`config.mk`:
```
export PLATFORM = sky130hd
export DESIGN_NAME = srfc_top
export DESIGN_NICKNAME = d
export VERILOG_FILES = /design/src/srfc_pkg.sv /design/src/srfc_top.sv
export VERILOG_INCLUDE_DIRS = /design/src
export SDC_FILE = /design/constraint.sdc
export NUM_CORES = 1
export LEC_CHECK = 0
export BUFFER_PORTS_ARGS = -buffer_cell sky130_fd_sc_hd__clkbuf_2
export CAP_MARGIN = 20
export CORE_AREA = 2 2 58 60
export CTS_BUF_LIST = sky130_fd_sc_hd__clkbuf_16
export DETAILED_ROUTE_END_ITERATION = 7
export DIE_AREA = 0 0 60 62
export PLACE_DENSITY_LB_ADDON = 0.2
export RECOVER_POWER = 25
export SLEW_MARGIN = 20
export SYNTH_ARGS = -nofsm -noshare
export SYNTH_HDL_FRONTEND = slang
export SYNTH_SLANG_ARGS = --single-unit
```
`constraint.sdc`:
```
create_clock -name clk -period 1.85 [get_ports clk]
set_input_delay 0.37 -clock clk [delete_from_list [all_inputs] [get_ports clk]]
set_output_delay 0.37 -clock clk [all_outputs]
set_load 0.01 [all_outputs]
```
`src/srfc_regs.svh`:
```
// Constants for the supply run and fault supervisor
`ifndef SRFC_REGS_SVH
`define SRFC_REGS_SVH
`define SRFC_CMD_SRC_PIN 1'b1
`define SRFC_CMD_SRC_PANEL 1'b0
`define SRFC_STANDBY_RESET 1'b1
`endif

```
`src/srfc_pkg.sv`:
```
// Types for the supply run and fault supervisor
package srfc_pkg;
  typedef enum logic [1:0] {
    SRFC_STANDBY,
    SRFC_RUN,
    SRFC_FAULT
  } srfc_state_type;
  typedef struct packed {
    logic start;
    logic stop;
    logic clear;
  } srfc_cmd_type;
  typedef struct packed {
    logic safety_loop_ok;
    logic overcurrent;
    logic overvoltage;
    logic setpoint_range;
    logic secondary_overcurrent;
    logic over_temperature;
    logic protector_open;
    logic mains_problem;
    logic current_mode;
  } srfc_sense_type;
endpackage

```
`src/srfc_top.sv`:
```
// Run-state and fault supervisor for the rear-panel digital control port
`timescale 1ns/10ps
`include "srfc_regs.svh"
// Contract
// - Start closes contactor, enables output, ramps to set points.
// - Stop opens contactor, disables output, ramps to zero.
// - Clear resets latched faults and returns to standby, not run.
// - Safety loop lost while output enabled enters loop fault, opens contactor.
// - After loop fault, starts are ignored until cleared.
// - Safety loop input acts only when the loop function is enabled.
// - Status outputs are high when active, low when inactive.
// - Output-on status whenever the output is enabled.
// - Loop fault status holds until loop restored and clear accepted.
// - Off-or-alarm status in standby or any alarm state.
// - Alarm status while a fault is latched; no re-enable until cleared; the code does not raise it for a latched set-point range fault.
// - Pin or panel command source status follows the active source.
// - Set-point range fault asserts status, disables supply, enters standby.
// - Over-current trip asserts status and latches a fault shutdown.
// - Over-voltage trip asserts status and latches a fault shutdown.
// - Clear is accepted only from the active command source.
// - After a cleared trip a new start is needed; no self restart.
// - Secondary over-current is cleared only by power cycling.
// - Standby status while powered with output disabled; the code shows it only in SRFC_STANDBY with no alarm latched.
// - Current and voltage regulation status follow control mode.
// - Over-temperature status follows the thermal report, self resetting.
// - Protector-open status when fuse or breaker reports open.
// - Mains fault status when the mains monitor reports trouble.
// - A held external stop overrides the external start.
// - Diagnostic indications latch until clear or power cycle.
module srfc_top import srfc_pkg::*; (
  // Clock and reset
  input wire logic clk,
  input wire logic rstn,
  // Configuration
  input wire logic pin_source_sel,
  input wire logic safety_loop_enable,
  // Commands
  input wire srfc_cmd_type pin_cmd,
  input wire srfc_cmd_type panel_cmd,
  // Sensed conditions
  input wire srfc_sense_type sense,
  // Power stage controls
  output logic contactor_close,
  output logic output_enable,
  // Status
  output logic output_on_out,
  output logic standby_out,
  output logic off_or_alarm_out,
  output logic fault_alarm_out,
  output logic safety_loop_fault,
  output logic setpoint_range_out,
  output logic overcurrent_trip_out,
  output logic overvoltage_trip_out,
  output logic over_temperature_out,
  output logic protector_open_out,
  output logic mains_fault_out,
  output logic current_regulation_out,
  output logic voltage_regulation_out,
  output logic pin_command_source_out,
  output logic panel_command_source_out
);
  // ****************************************
  // Command synchronisers and edge detect
  // ****************************************
  srfc_cmd_type pin_s1, pin_s2, pin_s3;
  srfc_cmd_type pan_s1, pan_s2, pan_s3;
  always_ff @(posedge clk) begin
    if (!rstn) begin
      pin_s1 <= '0;
      pin_s2 <= '0;
      pin_s3 <= '0;
      pan_s1 <= '0;
      pan_s2 <= '0;
      pan_s3 <= '0;
    end else begin
      pin_s1 <= pin_cmd;
      pin_s2 <= pin_s1;
      pin_s3 <= pin_s2;
      pan_s1 <= panel_cmd;
      pan_s2 <= pan_s1;
      pan_s3 <= pan_s2;
    end
  end
  wire srfc_cmd_type pin_edge = pin_s2 & ~pin_s3;
  wire srfc_cmd_type pan_edge = pan_s2 & ~pan_s3;
  wire use_pin = (pin_source_sel == `SRFC_CMD_SRC_PIN);
  wire srfc_cmd_type act_edge = use_pin ? pin_edge : pan_edge;
  wire stop_level = use_pin ? pin_s2.stop : pan_s2.stop;
  wire do_stop = act_edge.stop;
  wire do_clear = act_edge.clear;
  wire do_start = act_edge.start & ~stop_level;
  // ****************************************
  // Fault latches
  // ****************************************
  srfc_state_type state;
  srfc_state_type next_state;
  logic loop_lat, oc_lat, ov_lat, pgl_lat, sec_lat;
  wire loop_event = safety_loop_enable & ~sense.safety_loop_ok & output_enable;
  wire oc_event = sense.overcurrent & output_enable;
  wire ov_event = sense.overvoltage & output_enable;
  wire pgl_event = sense.setpoint_range;
  wire loop_restored = ~safety_loop_enable | sense.safety_loop_ok;
  wire clr_loop = do_clear & loop_restored;
  wire next_loop = loop_event | (loop_lat & ~clr_loop);
  wire next_oc = oc_event | (oc_lat & ~do_clear);
  wire next_ov = ov_event | (ov_lat & ~do_clear);
  wire next_pgl = pgl_event | (pgl_lat & ~do_clear);
  wire next_sec = sense.secondary_overcurrent | sec_lat;
  wire trip_event = loop_event | oc_event | ov_event | sense.secondary_overcurrent;
  wire any_alarm = next_loop | next_oc | next_ov | next_sec;
  wire next_prot = sense.protector_open | (protector_open_out & ~do_clear);
  wire next_mains = sense.mains_problem | (mains_fault_out & ~do_clear);
  // ****************************************
  // Run state machine
  // ****************************************
  always_comb begin
    next_state = state;
    unique case (state)
      SRFC_STANDBY: begin
        if (do_start && !any_alarm && !next_pgl) begin
          next_state = SRFC_RUN;
        end
      end
      SRFC_RUN: begin
        if (trip_event) begin
          next_state = SRFC_FAULT;
        end else if (do_stop || pgl_event) begin
          next_state = SRFC_STANDBY;
        end
      end
      SRFC_FAULT: begin
        if (!any_alarm) begin
          next_state = SRFC_STANDBY;
        end
      end
    endcase
  end
  always_ff @(posedge clk) begin
    if (!rstn) begin
      state <= SRFC_STANDBY;
      loop_lat <= 1'b0;
      oc_lat <= 1'b0;
      ov_lat <= 1'b0;
      pgl_lat <= 1'b0;
      sec_lat <= 1'b0;
    end else begin
      state <= next_state;
      loop_lat <= next_loop;
      oc_lat <= next_oc;
      ov_lat <= next_ov;
      pgl_lat <= next_pgl;
      sec_lat <= next_sec;
    end
  end
  // ****************************************
  // Registered outputs
  // ****************************************
  wire next_run = (next_state == SRFC_RUN);
  wire next_fault_alarm = any_alarm | (next_state == SRFC_FAULT);
  always_ff @(posedge clk) begin
    if (!rstn) begin
      contactor_close <= 1'b0;
      output_enable <= 1'b0;
      output_on_out <= 1'b0;
      standby_out <= `SRFC_STANDBY_RESET;
      off_or_alarm_out <= `SRFC_STANDBY_RESET;
      fault_alarm_out <= 1'b0;
      safety_loop_fault <= 1'b0;
      setpoint_range_out <= 1'b0;
      overcurrent_trip_out <= 1'b0;
      overvoltage_trip_out <= 1'b0;
      over_temperature_out <= 1'b0;
      protector_open_out <= 1'b0;
      mains_fault_out <= 1'b0;
      current_regulation_out <= 1'b0;
      voltage_regulation_out <= 1'b0;
      pin_command_source_out <= 1'b0;
      panel_command_source_out <= 1'b0;
    end else begin
      contactor_close <= next_run;
      output_enable <= next_run;
      output_on_out <= next_run;
      standby_out <= (next_state == SRFC_STANDBY) & ~next_fault_alarm;
      off_or_alarm_out <= ~next_run;
      fault_alarm_out <= next_fault_alarm;
      safety_loop_fault <= next_loop;
      setpoint_range_out <= next_pgl;
      overcurrent_trip_out <= next_oc | next_sec;
      overvoltage_trip_out <= next_ov;
      over_temperature_out <= sense.over_temperature;
      protector_open_out <= next_prot;
      mains_fault_out <= next_mains;
      current_regulation_out <= next_run & sense.current_mode;
      voltage_regulation_out <= next_run & ~sense.current_mode;
      pin_command_source_out <= use_pin;
      panel_command_source_out <= ~use_pin;
    end
  end
endmodule

```
==> out/metrics.csv, run 1 <==
metric,value,unit
wl_met3,128,µm
root_buffer,clkbuf_16,
tightest_slew,0.467,ns
ir_drop,0.679,mV
r2r_slack,-0.002,ns
synth_top_area_cell,dfxtp_1,
antenna_found_initial,0,
place_ws,-0.289,ns
ys.flop_type,dfxtp_1,
syn-num-nets,150,
vias,1136,
clk_latency,0.27,ns
end_kind,flop,
wl_met1,1240,µm
utilization,0.611,
dp_hpwl,2000,µm
grt_max_degree,22,
violations,setup timing,
slowest_delay,0.39,ns
wl_per_cell,13.1,µm
layout_common_cells,"35 x dfxtp_1, 35 x clkbuf_2, 21 x and2_1, 15 x buf_4",
htreeDepth,2,
slew_violations,0,
path_clk_slew,0.05,ns
num_antenna_cells,0,
tritoncts,built,
yosysSeqAreaShare,0.547,
cp_slowest_cell,or3b_1,
via_per_inst,4.98,
placed_cell_area,1670,µm²
syn_inst,129,
rr_worst_depth,6,
crit_start,state[1]$_SDFF_PN0_,
ys_types,33,
path_depth,6,
drt_iter0_drc,69,
final_area,1940,µm²
p_leak,0.844,nW
globalRouteOverflowTotal,0,
crit_family,simple AND/OR/NAND/NOR gates,
max_freq,0.540,GHz
hold_start,sense[0],
top_layer,met4,
cts_buffer_depth,2,
wl_met2,1580,µm
fin_crit_sh,1.00,
clock_sinks,37,
grt_pass1_vias,1053,
rr_startpoint,state[1]$_SDFF_PN0_,
ys_ff_latch,37,
core.rowCount,21,
finalHoldViolCount,0,
status,finished with violations,
crit_required,2.01,ns
whs,0.277,ns
crit_arrival,2.01,ns
period_minus_slack,1.85,ns
synth_area_leaders,"dfxtp_1 55%, and2_1 9.7%, nor2b_1 2.3%",
drv_cap,0,
slew-limit-headroom,0.686,
hold_path_class,input port to flop,
core_area,3180,µm²
portBuffers,35,
reg2reg_to,off_or_alarm_out$_SDFF_PN1_,
p_per_area,907,nW/µm²
async_flop_share,0,
die_h,62,µm
track_usage,0.168,
crit_chain,"inv_1, ha_1, nand2_1, o41ai_4, a211oi_2, or3b_1",
synth_edf_count,0,
final-setup-viol-count,1,
syn_area,1350,µm²
drt_wl_total,3000,µm
endpoint,off_or_alarm_out$_SDFF_PN1_,
dieArea,3720,µm²
crit_fanout,4,
grt_pass1_wl,4450,µm
cp-start-kind,flop,
yosys_warnings,0,
drive_gt1_frac,0.418,
die_w,60,µm
cp.buffers_inverters,1,
start_util,0.426,
drtAntennaViolNets,0,
numCtsBuffers,5,
path_class,flop to flop,
drc,0,
area_delta_synth_final,43.4,%
dr.pass1.iters,4,
synth_top_area_frac,0.547,
ios,36,
gp_congestion,0.943,
grt_setup_unrepaired,true,
fin_ws,-0.00206,ns
avgSynthCellArea,10.5,µm²
final_nets,202,
finClkSkew,0.00194,ns
cell families (layout without fill, tap and decap cells):
logic type,Yosys count,after routing,synth area share
fa+ha+maj,2,2,0.0185
compound gates,21,21,0.129
simple gates,60,60,0.275
buf+inv,9,62,0.0305
flops,37,37,0.547
cells in the mapped netlist, types with 2 or more instances:
| library cell | count |
|---|---|
| ha_1 | 2 |
| o31a_1 | 2 |
| clkbuf_1 | 3 |
| nor2b_1 | 5 |
| a21boi_0 | 3 |
| buf_4 | 2 |
| nor4b_1 | 2 |
| nor4_1 | 2 |
| nor3_1 | 3 |
| dfxtp_1 | 37 |
| nor2_1 | 7 |
| nor4bb_1 | 2 |
| o21ai_0 | 3 |
| a21oi_1 | 3 |
| o311ai_1 | 3 |
| nand2_1 | 7 |
| and3b_1 | 2 |
| and2_1 | 21 |
| nor3b_1 | 3 |
| inv_1 | 4 |
how the worst min path moves through the flow:
stage / endpoint / slack (ns) / cells past startpoint
2_1_floorplan: pan_s2[0]$_SDFF_PN0_ / 0.41 / 1
3_3_place_gp: pan_s2[2]$_SDFF_PN0_ / 0.42 / 1
3_5_place_dp: pin_s2[0]$_SDFF_PN0_ / 0.42 / 1
4_1_cts: voltage_regulation_out$_SDFF_PN0_ / 0.26 / 2
5_1_grt: voltage_regulation_out$_SDFF_PN0_ / 0.28 / 2
6_report: voltage_regulation_out$_SDFF_PN0_ / 0.28 / 2
where the power goes:
group / internal [mW] / switching (mW) / total [mW]
Sequential: 0.831 / 0.0122 / 0.843
Clock: 0.486 / 0.291 / 0.777
Combinational: 0.0702 / 0.0719 / 0.142
Total: 1.39 / 0.375 / 1.76
sequential cells by signal (all words and copies together), names as in the netlist, 2 cells and up:
register / cells
pan_s1: 3
pan_s2: 3
pan_s3: 3
pin_s1: 3
pin_s2: 3
pin_s3: 3
state: 2
timing repair:
action | CTS | global route
hold buffers | 0 | 0
gates resized for setup | 6 | 14
pin swaps | 2 | 3
endpoints found under the setup margin | 4 | 6
setup buffers | 1 | 0
cell type report:
class	instances	area, µm²
repair buffers	50	288
flip-flops and latches	37	743
clock inverters	3	12.5
inverters	4	15.0
multi-input cells	83	701
well taps	46	57.6
clock buffers	5	125
fillers	266	1240
per-layer routing:
| layer | vias up | GRT usage |
|---|---|---|
| met4 | 0 | 0.0825 |
| met2 | 36 | 0.290 |
| met1 | 541 | 0.177 |
| met5 | - | 0 |
| li1 | 553 | - |
| met3 | 6 | 0.0683 |
stage by stage:
stage,instances,power [mW],TNS (ns)
6_report,228,1.76,-0.00206
5_1_grt,228,1.83,-0.178
4_1_cts,228,1.76,0
3_5_place_dp,219,0.982,-1.41
3_3_place_gp,219,0.977,-0.710
2_1_floorplan,129,0.919,0
Power figures use the tool's default switching activity.
==> run 2, diff against run 1 <==
REMOVE_ABC_BUFFERS = 1   (was default)
SETUP_SLACK_MARGIN = 0.15   (was default)
==> out/metrics.csv, run 2 (synthesis gave the netlist of run 1 again) <==
metric,value,unit
gp_congestion,0.759,
cp-start-kind,input port,
p_per_area,973,nW/µm²
fin_crit_sh,0.945,
final_common_cell,clkbuf_2,
finalHoldViolCount,0,
ctsHoldBuffers,0,
cts_buffer_depth,2,
portBuffers,35,
drtAntennaViolNets,0,
crit_arrival,1.93,ns
drv_cap,0,
path_clk_slew,0.05,ns
wl_met3,126,µm
top_layer,met4,
track_usage,0.154,
grt_setup_unrepaired,true,
layout_common_cells,"34 x clkbuf_2, 32 x dfxtp_1, 18 x and2_1, 17 x buf_4",
start_util,0.426,
dp_hpwl,1800,µm
final_nets,204,
crit_chain,"clkbuf_2, and3b_1, or3_4, o41ai_4, a211oi_2, buf_4, nor4bb_2",
crit_required,2.03,ns
cp_slowest_cell,or3_4,
fin_ws,0.102,ns
dr.pass1.iters,4,
clock_sinks,37,
slew-limit-headroom,0.409,
die_h,62,µm
drt_iter0_drc,13,
n_fill_cell,273,
tritoncts,built,
end_kind,flop,
whs,0.279,ns
via_per_inst,4.72,
vias,1085,
ir_drop,0.879,mV
multiInputGateArea,693,µm²
area_delta_synth_final,46.7,%
globalRouteOverflowTotal,0,
crit_fanout,7,
path_class,input port to flop,
cp.buffers_inverters,2,
dieArea,3720,µm²
wl_per_cell,11.8,µm
die_w,60,µm
slowest_delay,0.39,ns
place_ws,-0.216,ns
drive_gt1_frac,0.462,
grt_pass1_vias,952,
wl_met1,1200,µm
drt_wl_total,2710,µm
tightest_slew,0.886,ns
max_freq,0.572,GHz
final-setup-viol-count,0,
antenna_found_initial,0,
finClkSkew,0.00487,ns
seqCellArea,747,µm²
grt_pass1_wl,4070,µm
clk_latency,0.28,ns
numCtsBuffers,5,
wl_met2,1290,µm
drc,0,
ios,36,
crit_family,simple AND/OR/NAND/NOR gates,
status,completed,
num_antenna_cells,0,
hold_path_class,input port to flop,
period_minus_slack,1.75,ns
core_area,3180,µm²
grt_max_degree,29,
htreeDepth,2,
slew_violations,0,
root_buffer,clkbuf_16,
p_leak,0.861,nW
core.rowCount,21,
run 2: cell count changes in the layout (fill, tap and decap cells not counted), moves of 3 or more:
cell	delta
dfxtp_1	-3
and2_1	-3
dfxtp_2	+3
and2_0	+3
run 2: layout make-up:
cell class | instances | area share
inverter | 4 | 0.00756
tap | 46 | 0.0290
multi-input combinational | 83 | 0.349
timing repair buffer | 52 | 0.152
clock inverter | 3 | 0.0233
sequential | 37 | 0.376
clock buffer | 5 | 0.0630
run 2: report_power, final:
part	internal, mW	leakage, nW	switching [mW]
clock	0.636	0.0800	0.309
sequential	0.831	0.307	0.0112
combinational	0.0753	0.474	0.0694
total	1.54	0.861	0.390
run 2: worst paths after layout:
kind / from / end / slack (ns) / cells past startpoint
min reg2reg: pin_s1[2]$_SDFF_PN0_ / pin_s2[2]$_SDFF_PN0_ / 0.43 / 1
max: pin_source_sel / current_regulation_out$_SDFF_PN0_ / 0.10 / 7
min: sense[0] / voltage_regulation_out$_SDFF_PN0_ / 0.28 / 2
max reg2reg: pin_s2[1]$_SDFF_PN0_ / current_regulation_out$_SDFF_PN0_ / 0.11 / 6
run 2: what timing repair did:
item,4_1_cts,5_1_grt
endpoints found under the setup margin,5,7
pin swaps,3,6
buffers inserted,2,4
resized for setup,10,16
run 2: per-stage QoR:
| stage | instances | area (µm²) | setup TNS, ns | power [mW] | util |
|---|---|---|---|---|---|
| 3_3_place_gp | 216 | 1640 | -0.583 | 0.975 | 0.517 |
| 2_1_floorplan | 124 | 1330 | 0 | 0.913 | - |
| 6_report | 230 | 1990 | 0 | 1.93 | 0.625 |
| 3_5_place_dp | 216 | 1640 | -0.887 | 0.980 | 0.517 |
| 5_1_grt | 230 | 1990 | 0 | 2.01 | 0.625 |
| 4_1_cts | 226 | 1890 | 0 | 1.94 | 0.595 |
run 2: per-layer routing:
layer  GRT usage  vias to the layer above
li1            -                      550
met1       0.166                      495
met2       0.258                       30
met3      0.0580                       10
met4      0.0889                        0
met5           0                        -
==> run 3, diff against run 2 <==
CORE_AREA = 2 2 57 59   (was 2 2 58 60)
CTS_BUF_LIST = sky130_fd_sc_hd__clkbuf_2 sky130_fd_sc_hd__clkbuf_4 sky130_fd_sc_hd__clkbuf_8   (was sky130_fd_sc_hd__clkbuf_16)
DIE_AREA = 0 0 59 61   (was 0 0 60 62)
SETUP_SLACK_MARGIN = 0.3   (was 0.15)
clock period = 1.47 ns   (was 1.85 ns; I/O delays follow)
==> out/metrics.csv, run 3 (synthesis gave the netlist of run 1 again) <==
metric,value,unit
status,finished with violations,
violations,setup timing,
die_h,61,µm
drive_gt1_frac,0.585,
fin_crit_sh,1.23,
cp_common_cell,buf_4,
core_area,2950,µm²
clk_latency,0.34,ns
area_delta_synth_final,58.3,%
max_freq,0.554,GHz
dr.pass1.iters,6,
fin_ws,-0.335,ns
portBuffers,35,
dieArea,3600,µm²
crit_family,simple AND/OR/NAND/NOR gates,
slew_violations,0,
grt_max_degree,26,
cts_buffer_depth,2,
crit_arrival,2.06,ns
ios,36,
final_common_cell,clkbuf_2,
place_ws,-0.562,ns
wl_per_cell,14.3,µm
grt_setup_unrepaired,true,
core.rowCount,20,
crit_required,1.72,ns
end_kind,flop,
dp_hpwl,1960,µm
wl_met3,132,µm
numCtsBuffers,5,
hold_path_class,input port to flop,
track_usage,0.190,
layout_common_cells,"32 x clkbuf_2, 30 x buf_4, 27 x dfxtp_1, 20 x and2_1",
globalRouteOverflowTotal,0,
drt_iter0_drc,57,
tightest_slew,0.739,ns
grt_pass1_wl,4940,µm
start_util,0.458,
p_leak,0.955,nW
period_minus_slack,1.80,ns
grt_pass1_vias,1163,
root_buffer,clkbuf_4,
top_layer,met4,
num_antenna_cells,0,
wl_met2,1770,µm
whs,0.132,ns
setup_tns,-2.24,ns
path_clk_slew,0.11,ns
path_class,flop to flop,
r2r_slack,-0.33,ns
tritoncts,built,
cp_slowest_cell,nor4_4,
ctsHoldBuffers,0,
via_per_inst,5.13,
cp.buffers_inverters,3,
htreeDepth,2,
drt_wl_total,3410,µm
finalHoldViolCount,0,
final-setup-viol-count,8,
antenna_found_initial,0,
drtAntennaViolNets,0,
die_w,59,µm
ir_drop,0.890,mV
finClkSkew,0.00764,ns
slew-limit-headroom,0.508,
wl_met1,1390,µm
vias,1221,
clock_sinks,37,
p_per_area,1010,nW/µm²
drv_cap,0,
gp_congestion,0.912,
crit_chain,"buf_4, ha_4, inv_2, nor4_4, a211oi_2, buf_4, nor4bb_2",
final_nets,225,
slowest_delay,0.35,ns
drc,0,
crit_fanout,4,
cp-start-kind,flop,
==> run 3: worst paths after layout <==
path	from	endpoint	depth (start not counted)
worst max-delay path	state[1]$_SDFF_PN0_	current_regulation_out$_SDFF_PN0_	7
worst min-delay path	sense[0]	voltage_regulation_out$_SDFF_PN0_	2
worst max register to register	state[1]$_SDFF_PN0_	current_regulation_out$_SDFF_PN0_	7
worst min register to register	pan_s1[0]$_SDFF_PN0_	pan_s2[0]$_SDFF_PN0_	1
==> run 3: metrics by stage <==
step | power, mW | std cells | instance area [µm²] | utilization
after floorplan | 1.15 | 124 | 1330 | -
after global routing | 2.25 | 238 | 2140 | 0.726
after CTS | 2.17 | 237 | 2060 | 0.697
after global placement | 1.25 | 220 | 1750 | 0.594
after detailed placement | 1.26 | 220 | 1750 | 0.594
final | 2.17 | 238 | 2140 | 0.726
==> run 3: final cells by class <==
| type | count | area (µm²) |
|---|---|---|
| fill | 212 | 810 |
| clock inverter | 3 | 68.8 |
| clock buffer | 5 | 37.5 |
| tap | 33 | 41.3 |
| multi-input combinational | 83 | 726 |
| sequential | 37 | 753 |
| timing repair buffer | 73 | 502 |
| inverter | 4 | 15.0 |
==> run 3: power breakdown <==
| part | switching, mW | internal (mW) |
|---|---|---|
| sequential | 0.0151 | 1.05 |
| combinational | 0.102 | 0.120 |
| clock | 0.350 | 0.535 |
| total | 0.467 | 1.70 |
==> run 3: routing by layer <==
layer,track usage,up-vias
li1,-,595
met1,0.207,583
met2,0.327,33
met3,0.0661,10
met4,0.101,0
met5,0,-
==> run 3: timing repair <==
action	in CTS	in global routing
pin swaps	10	6
gates resized for setup	35	22
setup endpoints to repair	15	22
setup buffers	9	1
